$ cat config.mk
export PLATFORM = sky130hd
export DESIGN_NAME = ocs_top
export DESIGN_NICKNAME = d
export VERILOG_FILES = /design/src/inc/ocs_pkg.sv /design/src/design/ocs_iodec.sv /design/src/design/ocs_skid.sv /design/src/design/ocs_top.sv
export VERILOG_INCLUDE_DIRS = /design/src /design/src/inc
export SDC_FILE = /design/constraint.sdc
export NUM_CORES = 1
export LEC_CHECK = 0
export ABC_CLOCK_PERIOD_IN_PS = 2000
export BUFFER_PORTS_ARGS = -buffer_cell sky130_fd_sc_hd__buf_2
export CORE_MARGIN = 2
export CORE_UTILIZATION = 55
export DETAILED_ROUTE_END_ITERATION = 8
export GPL_TIMING_DRIVEN = 0
export PLACE_DENSITY = 0.73
export SLEW_MARGIN = 10
export SYNTH_ARGS = -nofsm -noshare
export SYNTH_HDL_FRONTEND = slang
export SYNTH_SLANG_ARGS = --single-unit
$ cat constraint.sdc
create_clock -name ref_clk_in -period 2 [get_ports ref_clk_in]
set_clock_uncertainty 0.05 [all_clocks]
set_input_delay 0.2 -clock ref_clk_in [delete_from_list [all_inputs] [get_ports ref_clk_in]]
set_output_delay 0.2 -clock ref_clk_in [all_outputs]
set_load 0.02 [all_outputs]
$ cat src/inc/ocs_map.svh
// constants for the outbound cycle-steal buffer fill block
`ifndef OCS_MAP_SVH
`define OCS_MAP_SVH

// ----------------------------------------------------------------
// i/o operation codes
// ----------------------------------------------------------------
`define OCS_OP_COUNT 8'h6c
`define OCS_OP_ADDR_HI 4'h3
`define OCS_OP_BUF_A 8'h64
`define OCS_OP_BUF_B 8'h65
`define OCS_OP_PTR 8'h66
`define OCS_OP_START 8'h62
`define OCS_OP_CTRL 8'h67

// ----------------------------------------------------------------
// field positions
// ----------------------------------------------------------------
`define OCS_CTRL_RESET_BIT 0
`define OCS_COUNT_MSB 4

// ----------------------------------------------------------------
// sizes and reset values
// ----------------------------------------------------------------
`define OCS_MAX_COUNT 5'h10
`define OCS_BUF_BYTES 8
`define OCS_RST_COUNT 5'h00
`define OCS_RST_ADDR 16'h0000
`define OCS_RST_BYTE 8'h00
`define OCS_RST_PTR 3'h0
`define OCS_RST_WORD 16'h0000

`endif

$ cat src/inc/ocs_pkg.sv
// types shared by the outbound cycle-steal buffer fill block
package ocs_pkg;

   // one i/o operation from the host
   typedef struct packed {
      logic is_out;
      logic [7:0] code;
      logic [15:0] data;
   } ocs_io_t;

   // decoded and qualified operation
   typedef struct packed {
      logic load_cnt;
      logic load_addr;
      logic clr_a;
      logic clr_b;
      logic advance;
      logic start;
      logic ctrl;
      logic rd_word;
      logic rd_stat;
      logic [15:0] data;
   } ocs_cmd_t;

   // autonomous fetch sequencer
   typedef enum logic [1:0] {
      ST_IDLE,
      ST_REQ,
      ST_WAIT,
      ST_FLUSH
   } ocs_state_t;

endpackage : ocs_pkg

$ cat src/design/ocs_iodec.sv
// registered decode and qualification of host i/o operations
`timescale 1ns/100ps
`include "ocs_map.svh"
module ocs_iodec (
   // clock and reset
   input wire logic clk_in,
   input wire logic rstn_in,
   // operation in
   input wire logic io_valid_in,
   input wire ocs_pkg::ocs_io_t io_in,
   // adapter context
   input wire logic [3:0] own_addr_in,
   input wire logic selected_in,
   input wire logic busy_in,
   // decoded operation out
   output ocs_pkg::ocs_cmd_t cmd_out
);

   // ----------------------------------------------------------------
   // decode function
   // ----------------------------------------------------------------
   function automatic ocs_pkg::ocs_cmd_t decode(
      input ocs_pkg::ocs_io_t op,
      input logic [3:0] own,
      input logic sel,
      input logic busy
   );
      ocs_pkg::ocs_cmd_t c;
      logic programmed_transfer_mode;
      c = '0;
      programmed_transfer_mode = sel && !busy;
      c.data = op.data;
      // control is reachable while deselected, so reset/select work
      c.ctrl = op.is_out && op.code == `OCS_OP_CTRL;
      c.load_cnt = programmed_transfer_mode && op.is_out && op.code == `OCS_OP_COUNT;
      c.load_addr = programmed_transfer_mode && op.is_out && op.code[7:4] == `OCS_OP_ADDR_HI
         && op.code[3:0] == own;
      c.clr_a = programmed_transfer_mode && op.is_out && op.code == `OCS_OP_BUF_A;
      c.clr_b = programmed_transfer_mode && op.is_out && op.code == `OCS_OP_BUF_B;
      c.advance = programmed_transfer_mode && op.is_out && op.code == `OCS_OP_PTR;
      c.start = programmed_transfer_mode && op.is_out && op.code == `OCS_OP_START;
      c.rd_word = programmed_transfer_mode && !op.is_out && op.code == `OCS_OP_BUF_A;
      c.rd_stat = sel && !op.is_out && op.code == `OCS_OP_BUF_B;
      return c;
   endfunction : decode

   // one-cycle registered command
   always_ff @(posedge clk_in or negedge rstn_in) begin
      if (!rstn_in) begin
         cmd_out <= '0;
      end else if (io_valid_in) begin
         cmd_out <= decode(io_in, own_addr_in, selected_in, busy_in);
      end else begin
         cmd_out <= '0;
      end
   end

endmodule : ocs_iodec

$ cat src/design/ocs_skid.sv
// two-entry buffer between storage fetch data and buffer fill
`timescale 1ns/100ps
module ocs_skid #(
   parameter int W = 8,
   parameter int DEPTH = 2
) (
   // clock and reset
   input wire logic clk_in,
   input wire logic rstn_in,
   input wire logic clear_in,
   // filling side
   input wire logic in_valid_in,
   input wire logic [W-1:0] in_data_in,
   output logic in_ready_out,
   // draining side
   output logic out_valid_out,
   output logic [W-1:0] out_data_out,
   input wire logic out_ready_in
);
   localparam int PW = (DEPTH > 1) ? $clog2(DEPTH) : 1;
   localparam int CW = $clog2(DEPTH + 1);
   localparam logic [CW-1:0] FULL = CW'(DEPTH);

   // ----------------------------------------------------------------
   // elaboration check
   // ----------------------------------------------------------------
   if (DEPTH < 2 || (DEPTH & (DEPTH - 1)) != 0 || W < 1) begin : g_chk
      $error("ocs_skid: DEPTH must be a power of two of at least 2");
   end

   logic [W-1:0] mem_ff [DEPTH];
   logic [PW-1:0] wr_ff;
   logic [PW-1:0] rd_ff;
   logic [CW-1:0] cnt_ff;
   logic [CW-1:0] nxt_cnt;
   logic push;
   logic pop;

   // handshakes; ready is a flop so it never loops back combinationally
   assign push = in_valid_in && in_ready_out;
   assign pop = out_valid_out && out_ready_in;
   assign out_valid_out = (cnt_ff != '0);
   assign out_data_out = mem_ff[rd_ff];

   // occupancy next value
   always_comb begin
      nxt_cnt = cnt_ff;
      if (clear_in) begin
         nxt_cnt = '0;
      end else if (push && !pop) begin
         nxt_cnt = cnt_ff + CW'(1);
      end else if (pop && !push) begin
         nxt_cnt = cnt_ff - CW'(1);
      end
   end

   // pointers, count and ready
   always_ff @(posedge clk_in or negedge rstn_in) begin
      if (!rstn_in) begin
         wr_ff <= '0;
         rd_ff <= '0;
         cnt_ff <= '0;
         in_ready_out <= 1'b1;
      end else begin
         cnt_ff <= nxt_cnt;
         in_ready_out <= (nxt_cnt != FULL);
         if (clear_in) begin
            wr_ff <= '0;
            rd_ff <= '0;
         end else begin
            if (push) begin
               wr_ff <= wr_ff + PW'(1);
            end
            if (pop) begin
               rd_ff <= rd_ff + PW'(1);
            end
         end
      end
   end

   // entry storage
   always_ff @(posedge clk_in) begin
      if (push) begin
         mem_ff[wr_ff] <= in_data_in;
      end
   end
endmodule : ocs_skid

$ cat src/design/ocs_top.sv
// outbound cycle-steal buffer fill: count, address, fetch, readback
`timescale 1ns/100ps
`include "ocs_map.svh"
module ocs_top #(
   parameter int AW = 16
) (
   // clock and reset
   input wire logic ref_clk_in,
   input wire logic rstn_in,
   // adapter address strap
   input wire logic [3:0] ca_addr_in,
   // host i/o operations
   input wire logic io_valid_in,
   input wire ocs_pkg::ocs_io_t io_in,
   output logic io_rvalid_out,
   output logic [15:0] io_rdata_out,
   // storage fetch requests
   output logic mem_req_out,
   output logic [AW-1:0] mem_addr_out,
   input wire logic mem_gnt_in,
   // storage fetch data
   input wire logic mem_rvalid_in,
   input wire logic [7:0] mem_rdata_in,
   output logic mem_rready_out,
   // status
   output logic busy_out,
   output logic done_out
);
   localparam int NB = 2 * `OCS_BUF_BYTES;

   // ----------------------------------------------------------------
   // elaboration check
   // ----------------------------------------------------------------
   if (AW < 2 || AW > 32) begin : g_chk
      $error("ocs_top: AW must lie between 2 and 32");
   end

   // ----------------------------------------------------------------
   // declarations
   // ----------------------------------------------------------------
   logic [3:0] addr_meta_ff;
   logic [3:0] own_addr_ff;
   ocs_pkg::ocs_cmd_t cmd;
   ocs_pkg::ocs_state_t state_ff;
   logic selected_ff;
   logic [4:0] count_ff;
   logic [AW-1:0] addr_ff;
   logic [4:0] issued_ff;
   logic [4:0] filled_ff;
   logic [2:0] ptr_ff;
   logic [NB-1:0][7:0] buf_ff;
   logic sk_valid;
   logic [7:0] sk_data;
   logic sk_ready;
   logic sk_clear;
   logic drain;
   logic accept;
   logic do_reset;
   logic go;
   logic [4:0] nxt_count;

   // ----------------------------------------------------------------
   // strap synchroniser
   // ----------------------------------------------------------------
   // two stages; only the second one is read
   always_ff @(posedge ref_clk_in or negedge rstn_in) begin
      if (!rstn_in) begin
         addr_meta_ff <= 4'h0;
         own_addr_ff <= 4'h0;
      end else begin
         addr_meta_ff <= ca_addr_in;
         own_addr_ff <= addr_meta_ff;
      end
   end

   // ----------------------------------------------------------------
   // operation decode
   // ----------------------------------------------------------------
   ocs_iodec u_dec (
      .clk_in(ref_clk_in),
      .rstn_in(rstn_in),
      .io_valid_in(io_valid_in),
      .io_in(io_in),
      .own_addr_in(own_addr_ff),
      .selected_in(selected_ff),
      .busy_in(busy_out),
      .cmd_out(cmd)
   );

   assign do_reset = cmd.ctrl && cmd.data[`OCS_CTRL_RESET_BIT];
   assign go = cmd.start && count_ff != 5'h00;
   assign accept = mem_rvalid_in && mem_rready_out;
   // host access takes the buffer port, so the fill stalls that cycle;
   // a reset op freezes the buffers in its own cycle as well
   assign drain = sk_valid && state_ff != ocs_pkg::ST_IDLE
      && filled_ff < count_ff && !io_valid_in && !do_reset;
   assign sk_clear = do_reset || go;

   // clamp oversize counts to the largest accepted one
   assign nxt_count = (cmd.data[7:0] > 8'(`OCS_MAX_COUNT)) ?
      `OCS_MAX_COUNT : cmd.data[`OCS_COUNT_MSB:0];

   // ----------------------------------------------------------------
   // selection and setup registers
   // ----------------------------------------------------------------
   // reset deselects, a plain control op selects; buffers untouched
   always_ff @(posedge ref_clk_in or negedge rstn_in) begin
      if (!rstn_in) begin
         selected_ff <= 1'b0;
      end else if (cmd.ctrl) begin
         selected_ff <= !cmd.data[`OCS_CTRL_RESET_BIT];
      end
   end

   // byte counter and start address
   always_ff @(posedge ref_clk_in or negedge rstn_in) begin
      if (!rstn_in) begin
         count_ff <= `OCS_RST_COUNT;
         addr_ff <= AW'(`OCS_RST_ADDR);
      end else begin
         if (do_reset) begin
            count_ff <= `OCS_RST_COUNT;
         end else if (cmd.load_cnt) begin
            count_ff <= nxt_count;
         end
         if (cmd.load_addr) begin
            addr_ff <= AW'(cmd.data);
         end
      end
   end

   // ----------------------------------------------------------------
   // autonomous fetch sequencer
   // ----------------------------------------------------------------
   // one request outstanding at a time; bytes in storage order
   always_ff @(posedge ref_clk_in or negedge rstn_in) begin
      if (!rstn_in) begin
         state_ff <= ocs_pkg::ST_IDLE;
         mem_req_out <= 1'b0;
         mem_addr_out <= '0;
         issued_ff <= 5'h00;
         busy_out <= 1'b0;
         done_out <= 1'b0;
      end else begin
         done_out <= 1'b0;
         if (do_reset) begin
            state_ff <= ocs_pkg::ST_IDLE;
            mem_req_out <= 1'b0;
            busy_out <= 1'b0;
         end else begin
            unique case (state_ff)
               ocs_pkg::ST_IDLE: begin
                  if (go) begin
                     state_ff <= ocs_pkg::ST_REQ;
                     mem_req_out <= 1'b1;
                     mem_addr_out <= addr_ff;
                     issued_ff <= 5'h00;
                     busy_out <= 1'b1;
                  end
               end
               ocs_pkg::ST_REQ: begin
                  if (mem_gnt_in) begin
                     mem_req_out <= 1'b0;
                     issued_ff <= issued_ff + 5'h01;
                     state_ff <= ocs_pkg::ST_WAIT;
                  end
               end
               ocs_pkg::ST_WAIT: begin
                  if (accept) begin
                     if (issued_ff == count_ff) begin
                        state_ff <= ocs_pkg::ST_FLUSH;
                     end else begin
                        state_ff <= ocs_pkg::ST_REQ;
                        mem_req_out <= 1'b1;
                        mem_addr_out <= mem_addr_out + AW'(1);
                     end
                  end
               end
               ocs_pkg::ST_FLUSH: begin
                  if (filled_ff == count_ff) begin
                     state_ff <= ocs_pkg::ST_IDLE;
                     busy_out <= 1'b0;
                     done_out <= 1'b1;
                  end
               end
            endcase
         end
      end
   end

   // ----------------------------------------------------------------
   // fetch data buffer
   // ----------------------------------------------------------------
   ocs_skid #(
      .W(8),
      .DEPTH(2)
   ) u_skid (
      .clk_in(ref_clk_in),
      .rstn_in(rstn_in),
      .clear_in(sk_clear),
      .in_valid_in(mem_rvalid_in),
      .in_data_in(mem_rdata_in),
      .in_ready_out(sk_ready),
      .out_valid_out(sk_valid),
      .out_data_out(sk_data),
      .out_ready_in(drain)
   );
   assign mem_rready_out = sk_ready;

   // ----------------------------------------------------------------
   // buffer fill position and readback pointer
   // ----------------------------------------------------------------
   always_ff @(posedge ref_clk_in or negedge rstn_in) begin
      if (!rstn_in) begin
         filled_ff <= 5'h00;
      end else if (go) begin
         filled_ff <= 5'h00;
      end else if (drain) begin
         filled_ff <= filled_ff + 5'h01;
      end
   end

   // pointer walks words A0..A3 then B0..B3
   always_ff @(posedge ref_clk_in or negedge rstn_in) begin
      if (!rstn_in) begin
         ptr_ff <= `OCS_RST_PTR;
      end else if (cmd.ctrl) begin
         ptr_ff <= `OCS_RST_PTR;
      end else if (cmd.advance) begin
         ptr_ff <= ptr_ff + 3'h1;
      end
   end

   // ----------------------------------------------------------------
   // buffer bytes A0..A7 then B0..B7
   // ----------------------------------------------------------------
   for (genvar i = 0; i < NB; i++) begin : g_byte
      localparam logic IS_B = (i >= `OCS_BUF_BYTES);
      always_ff @(posedge ref_clk_in or negedge rstn_in) begin
         if (!rstn_in) begin
            buf_ff[i] <= `OCS_RST_BYTE;
         end else if ((cmd.clr_a && !IS_B) || (cmd.clr_b && IS_B)) begin
            buf_ff[i] <= `OCS_RST_BYTE;
         end else if (drain && filled_ff[3:0] == 4'(i)) begin
            buf_ff[i] <= sk_data;
         end
      end
   end

   // ----------------------------------------------------------------
   // readback answers
   // ----------------------------------------------------------------
   // word: lower byte high; status: busy, pointer, fill position
   always_ff @(posedge ref_clk_in or negedge rstn_in) begin
      if (!rstn_in) begin
         io_rvalid_out <= 1'b0;
         io_rdata_out <= `OCS_RST_WORD;
      end else begin
         io_rvalid_out <= cmd.rd_word || cmd.rd_stat;
         if (cmd.rd_word) begin
            io_rdata_out <= {buf_ff[{ptr_ff, 1'b0}],
               buf_ff[{ptr_ff, 1'b1}]};
         end else if (cmd.rd_stat) begin
            io_rdata_out <= {busy_out, 4'h0, ptr_ff, 3'h0, filled_ff};
         end
      end
   end
endmodule : ocs_top

### After elaboration in Yosys (flattened, before gate mapping)

Memory sizes are Yosys's and may differ from the RTL's.
Cells that the tools add are included.
Widths: inputs -> output; s select.

| word-level totals | value |
|---|---|
| bits of input ports | 42 |
| memories | 1 |
| output and inout port bits | 37 |
| word-level logic and storage cells | 263 |
| register bits | 239 |
| RAM bits | 16 |

Memory list:

| memory | depth | width | rd ports | clocked after Yosys merged registers in | wr ports | line | RTL |
|---|---|---|---|---|---|---|---|
| u_skid.mem_ff | 2 | 8 | 1 | 0 | 1 | ocs_skid.sv:31 | `logic [W-1:0] mem_ff [DEPTH];` |

| operators by class | value |
|---|---|
| equal/unequal tests | 38 |
| order comparisons | 4 |
| bitwise gates (word level) | 1 |
| reduce and logical (&&, ||, !) cells | 85 |
| multiplexer cells | 81 |
| add/sub/neg operators | 8 |

Operator list:

| cell | number |
|---|---|
| $mux 8 | 34 |
| $mux 16 | 5 |
| $reduce_bool 2->1 | 26 |
| $bmux 8 s3 | 2 |
| $eq 8x7->1 const B | 6 |
| $logic_and 1x1->1 | 40 |
| $mux 5 | 7 |
| $eq 4x4->1 const B | 8 |
| $pmux 16 s2 | 1 |
| $mux 25 | 1 |
| $mux 2 | 9 |
| $add 16x1->16 const B | 1 |
| $eq 4x3->1 const B | 4 |
| $mux 1 | 16 |
| $eq 4x2->1 const B | 3 |
| $ne 3x3->1 const B | 4 |
| $add 5x1->5 const B | 2 |
| $eq 5x5->1 | 2 |
| $lt 4x5->1 const B | 2 |
| $pmux 5 s2 | 1 |
| $reduce_and 5->1 | 2 |
| $gt 8x5->1 const B | 1 |
| $ne 2x2->1 const B | 4 |
| $pmux 2 s4 | 1 |
| other kinds (24) | 35 |

### Depth between registers and ports, before layout

| logic depth | value |
|---|---|
| word-level depth | 11 |
| mapped depth | 9 |
| depth with buffers taken out | 7 |

### By module

A second synthesis with hierarchy kept.

| second synthesis, totals | value |
|---|---|
| cells, all modules | 1215 |
| area, all modules | 12567.1 µm² |

Modules (own cells, without submodules):

| module | cells an instance | area each (µm²) | seq. area each (µm²) | times used |
|---|---|---|---|---|
| ocs_top | 1089 | 10709.0 | 5230.0 | 1 |
| ocs_iodec | 70 | 962.2 | 625.6 | 1 |
| ocs_skid | 56 | 895.9 | 606.8 | 1 |

### Worst setup path after synthesis

No wires, ideal clock.

| path | value |
|---|---|
| path kind | register -> register |
| start | register count_ff[4] |
| end | register buf_ff[127] (netlist bit) |
| library setup time | 0.125 ns |
| arrival | 2.009 ns |
| path buffers | 2 |
| setup slack | -0.184 ns |
| data required time | 1.825 ns |
| period minus slack after synthesis | 2.184 ns |
| stages on the path, launching flop included | 9 |
| cell sequence | dfrtp_1 -> inv_1 -> ha_1 -> a2111oi_4 -> buf_2 -> nand4_2 -> buf_2 -> nand3b_1 -> o21ai_1 |

| on the way | value |
|---|---|
| longest elaborated chain between the ends | 6 |

RTL lines:

| item | line | RTL |
|---|---|---|
| from (decl) | ocs_top.sv:46 | `logic [4:0] count_ff;` |
| from (signal assigned) | ocs_top.sv:118 | `` count_ff <= `OCS_RST_COUNT; `` |
| from (signal assigned) | ocs_top.sv:122 | `` count_ff <= `OCS_RST_COUNT; `` |
| from (signal assigned) | ocs_top.sv:124 | `count_ff <= nxt_count;` |
| $lt 5x5->1 | ocs_top.sv:96 | `&& filled_ff < count_ff && !io_valid_in && !do_reset;` |
| $logic_and 1x1->1 (3 in series) | ocs_top.sv:96 |  |
| $logic_and 1x1->1 | ocs_top.sv:244 | `end else if (drain && filled_ff[3:0] == 4'(i)) begin` |
| $reduce_bool 2->1 (no line) | - |  |
| to (signal, indexed assignment) | ocs_top.sv:241 | `` buf_ff[i] <= `OCS_RST_BYTE; `` |
| to (signal, indexed assignment) | ocs_top.sv:243 | `` buf_ff[i] <= `OCS_RST_BYTE; `` |
| to (signal, indexed assignment) | ocs_top.sv:245 | `buf_ff[i] <= sk_data;` |
| to (decl) | ocs_top.sv:51 | `logic [NB-1:0][7:0] buf_ff;` |

No other way between the ends.
A chain may end at the register's enable or synchronous reset.

### Worst setup path in the final report

| path | value |
|---|---|
| start | register count_ff[4] |
| end | register buf_ff[16] (netlist bit) |

The elaborated chain is that of the path after synthesis.

==> flow_metrics.py <==
metrics = {
    "global_routing": {
        "antenna_found_initial": 0,
        "grt_pass1_wl_um": 52300,
        "overflow": 0,
        "grt_pass1_vias": 9607,
        "grt_max_degree": 107,
        "globalRouteTotalUtil_pct": 27.9,
    },
    "placement": {
        "dp.cells": 1379,
        "gp_congestion": 0.858,
        "place_hpwl_um": 20500,
        "io_buffers": 78,
        "pre_cts_slack_ns": -0.586,
        "dpl_cell_area_um2": 13000,
    },
    "sta": {
        "rsz0062_at_grt": "yes",
        "worst_pin_slew_ns": 0.735,
        "hold_viol": 0,
        "post-route-worst-setup-slack_ns": -0.328,
        "final-setup-viol-count": 148,
        "slew_violations": 0,
        "fin_crit_ns": 2.33,
        "fin_hold_ws_ns": 0.0263,
        "fmax_mhz": 430,
        "fin_crit_sh_pct": 116,
        "max_slew_margin_pct": 51.0,
    },
    "synthesis": {
        "synth_top_family_by_area": "simple AND/OR/NAND/NOR gates",
        "synth-simple-area-share_pct": 17.3,
        "synthAdderAreaFrac_pct": 1.33,
        "synth_seq_cells": 255,
        "synth_top_flop_cell": "dfrtp_1",
        "ys_seq_area_share_pct": 52.9,
        "postSynthCellCount": 1019,
        "synth_area_um2": 12200,
        "synth-xor-area-share_pct": 1.58,
        "postSynthAreaPerCell_um2": 12.0,
        "async_reset_ff_share_pct": 93.7,
        "synthMuxAreaShare_pct": 14.8,
        "synth_edf_count": 16,
        "synth_warnings": 0,
        "synth_compound_area_share_pct": 8.70,
        "synth_nets": 1074,
        "synth_cell_type_count": 65,
    },
    "floorplanning": {
        "rows": 54,
        "dieArea_um2": 23400,
        "chipHeight_um": 153,
        "num_io_pins": 79,
        "fp.dieW_um": 153,
        "initial_core_util_pct": 55.9,
        "core_um2": 21800,
    },
    "critical_path": {
        "cpMostUsedCell": "buf_4",
        "crit_arrival_ns": 2.67,
        "r2r-end": "buf_ff[16]",
        "crit_path_top_delay_cell": "dfrtp_2",
        "cp_data_required_time_ns": 2.34,
        "crit_start": "count_ff[4]",
        "cp_max_fo": 8,
        "reg2regPathDepth": 10,
        "startpoint_type": "flop",
        "crit_path_max_incr_delay_ns": 0.43,
        "reg2reg_slack_ns": -0.33,
        "end_kind": "flop",
        "worst-setup-path-type": "flop to flop",
        "regToRegStartpoint": "count_ff[4]",
        "path_cells": "inv_2, ha_4, a2111oi_4, buf_4, buf_4, buf_8, nand4_4, buf_4, nand3b_1, o21ai_0",
    },
    "cells_and_area": {
        "nets": 1289,
        "area_growth_pct": 28.0,
        "n_antenna_cell": 0,
        "fillers": 1477,
        "multi_input_area_um2": 5760,
        "final_cell_area_um2": 15600,
        "drive_above_1_share_pct": 30.4,
        "finalNonFillerCells": 1531,
        "seq_area_um2": 6470,
    },
    "cts": {
        "numCtsBuffers": 28,
        "root_buffer": "clkbuf_16",
        "htreeDepth": 1,
        "cts_tree": "built",
        "clock_path_buffers": 3,
        "clk_latency_ns": 0.54,
        "clock_sinks": 255,
        "path_clk_slew_ns": 0.06,
    },
    "min_path": {
        "hp-class": "primary input to flop",
        "min-delay-start": "io_valid_in",
        "min_to": "u_dec.cmd_out[18]",
        "min_path_cells": 2,
    },
    "power": {
        "leakage_uw": 0.00734,
        "vdd.ir_drop.worst_v": 0.000749,
        "cellPowerDensity_nw_per_um2": 746,
    },
    "drt": {
        "dr.first_iter.drc_count": 695,
        "num_vias": 9346,
        "drtAntennaViolNets": 0,
        "dr.pass1.iters": 5,
        "drcViolationCount": 0,
        "post_drt_wl_per_cell_um": 22.0,
        "avgViaCountPerCell": 6.10,
        "wirelength_um": 33700,
    },
    "outcome": {
        "violations": "negative setup slack",
        "status": "finished, violations left",
    },
    "flow_run": {
        "maxCapViolCount": 0,
    },
}
## kinds of logic (layout without fill, tap and decap cells)
| group | after synthesis | after routing |
|---|---|---|
| multiplexers | 138 | 138 |
| flip-flops | 255 | 255 |
| XOR/XNOR | 22 | 22 |
| buffers and inverters | 92 | 324 |
| AND/OR/NAND/NOR | 333 | 333 |
| adder cells (fa/ha/maj) | 13 | 13 |
| AO/OA/AOI/OAI | 166 | 166 |
## where the power goes
group,leakage (uW),total [uW],switching [uW],internal (uW)
sequential,0.00307,5500,108,5390
clock,0.000435,5030,2020,3010
combinational,0.00382,1120,661,463
total,0.00734,11700,2790,8870
## synthesized netlist by cell type, types with 2 or more instances
master	n	area, um^2
buf_1	3	11.3
nand3_1	15	75.1
nor3_1	21	105
edfxtp_1	16	480
mux4_2	32	721
o21ai_0	72	360
xor2_1	5	43.8
nand3_4	2	35.0
nand4_2	5	62.6
nor3b_1	3	22.5
inv_1	16	60.1
o22a_1	3	26.3
and3_1	10	62.6
nor2_1	43	161
or2_2	17	106
buf_2	13	65.1
clkbuf_1	53	199
dfrtp_1	238	5960
nand2b_1	64	400
a31oi_1	10	62.6
a22o_1	8	70.1
and2_1	18	113
a2bb2oi_1	13	114
nand4b_1	3	26.3
nor2b_1	14	87.6
a211oi_1	12	90.1
mux2i_1	82	821
nand3b_1	64	480
o22ai_1	3	18.8
ha_1	13	163
o21ai_1	9	45.0
nand4_1	10	62.6
and3b_1	5	43.8
nand4_4	3	63.8
a21oi_1	21	105
xnor2_1	17	149
buf_4	4	30.0
mux2_2	24	270
buf_6	2	22.5
nor4_1	4	25.0
nand2_1	22	82.6
and4_1	3	26.3
o31ai_1	2	15.0
## repair_timing
| action | 4_1_cts | 5_1_grt |
|---|---|---|
| buffers inserted | 36 | 21 |
| hold buffers | 41 | 0 |
| endpoints found under the hold margin | 134 | 0 |
| endpoints found under the setup margin | 173 | 167 |
| gates resized for setup | 118 | 125 |
| cloned | 4 | 7 |
| pin swaps | 26 | 36 |
## flip-flops by register name, summed over array words and instances (netlist names), 2 cells and up
| signal | cells |
|---|---|
| issued_ff | 5 |
| io_rdata_out | 16 |
| filled_ff | 5 |
| mem_addr_out | 16 |
| addr_ff | 16 |
| ptr_ff | 3 |
| own_addr_ff | 4 |
| u_skid.cnt_ff | 2 |
| u_skid.mem_ff | 16 |
| addr_meta_ff | 4 |
| buf_ff | 128 |
| u_dec.cmd_out | 25 |
| state_ff | 2 |
| count_ff | 5 |
## layout by cell type (no fill, tap or decap), drive strengths merged, types with 2 or more instances in the layout
cell type / netlist / routed
dfrtp: 238 / 238
buf: 23 / 169
clkbuf: 53 / 95
mux2i: 82 / 82
o21ai: 82 / 82
nand3b: 64 / 64
nand2b: 64 / 64
nor2: 43 / 43
dlygate4sd3: 0 / 41
mux4: 32 / 32
mux2: 24 / 24
nand2: 22 / 22
a21oi: 21 / 21
nor3: 21 / 21
and2: 19 / 19
or2: 18 / 18
nand4: 18 / 18
xnor2: 17 / 17
nand3: 17 / 17
edfxtp: 16 / 16
inv: 16 / 16
nor2b: 14 / 14
ha: 13 / 13
a2bb2oi: 13 / 13
a211oi: 12 / 12
and3: 11 / 11
a31oi: 10 / 10
a22o: 8 / 8
and3b: 5 / 5
xor2: 5 / 5
nor4: 4 / 4
o22ai: 3 / 3
o22a: 3 / 3
and4: 3 / 3
nand4b: 3 / 3
nor3b: 3 / 3
o31ai: 2 / 2
## critical path, delay by kind of cell, from the launching register on
kind                     cells  cell delay (ns)
AND/OR/NAND/NOR              2             0.29
buffers and inverters        5             0.74
AO/OA/AOI/OAI                2             0.44
flip-flops                   1             0.43
adder cells (fa/ha/maj)      1             0.22
## layout make-up
| type | count | area share [%] |
|---|---|---|
| plain buffers | 73 | 3.27 |
| clock buffers | 44 | 5.45 |
| clock inverters | 3 | 0.272 |
| inverters | 16 | 0.384 |
| multi-input cells | 672 | 36.9 |
| flip-flops and latches | 255 | 41.4 |
| well taps | 280 | 2.24 |
| repair buffers | 188 | 10.1 |
## worst max path at each step
stage	end	cells after the start	slack (ns)
2_1_floorplan	buf_ff[38]	8	-0.07
3_5_place_dp	buf_ff[5]	8	-0.59
3_3_place_gp	buf_ff[101]	1	-3.62
4_1_cts	buf_ff[103]	7	-0.18
5_1_grt	buf_ff[125]	11	-0.43
6_report	buf_ff[16]	10	-0.33
## layer usage
layer / vias to the layer above / track usage, % / part of all wire, %
met5: - / 0 / 0
met4: 0 / 8.55 / 3.5
met3: 87 / 4.76 / 6.3
met2: 368 / 44.8 / 48
met1: 4772 / 39.5 / 42
li1: 4119 / - / -
## per-stage QoR
| stage | setup TNS (ns) | total power (uW) | util, % |
|---|---|---|---|
| after floorplan | -2.62 | 6070 | - |
| after global placement | -911.61 | 6410 | 59.5 |
| after detailed placement | -56.31 | 6440 | 59.8 |
| after CTS | -7.73 | 11500 | 68.6 |
| after global routing | -40.51 | 12000 | 71.6 |
| final | -29.11 | 11700 | 71.6 |
(Power assumes the default switching activity.)
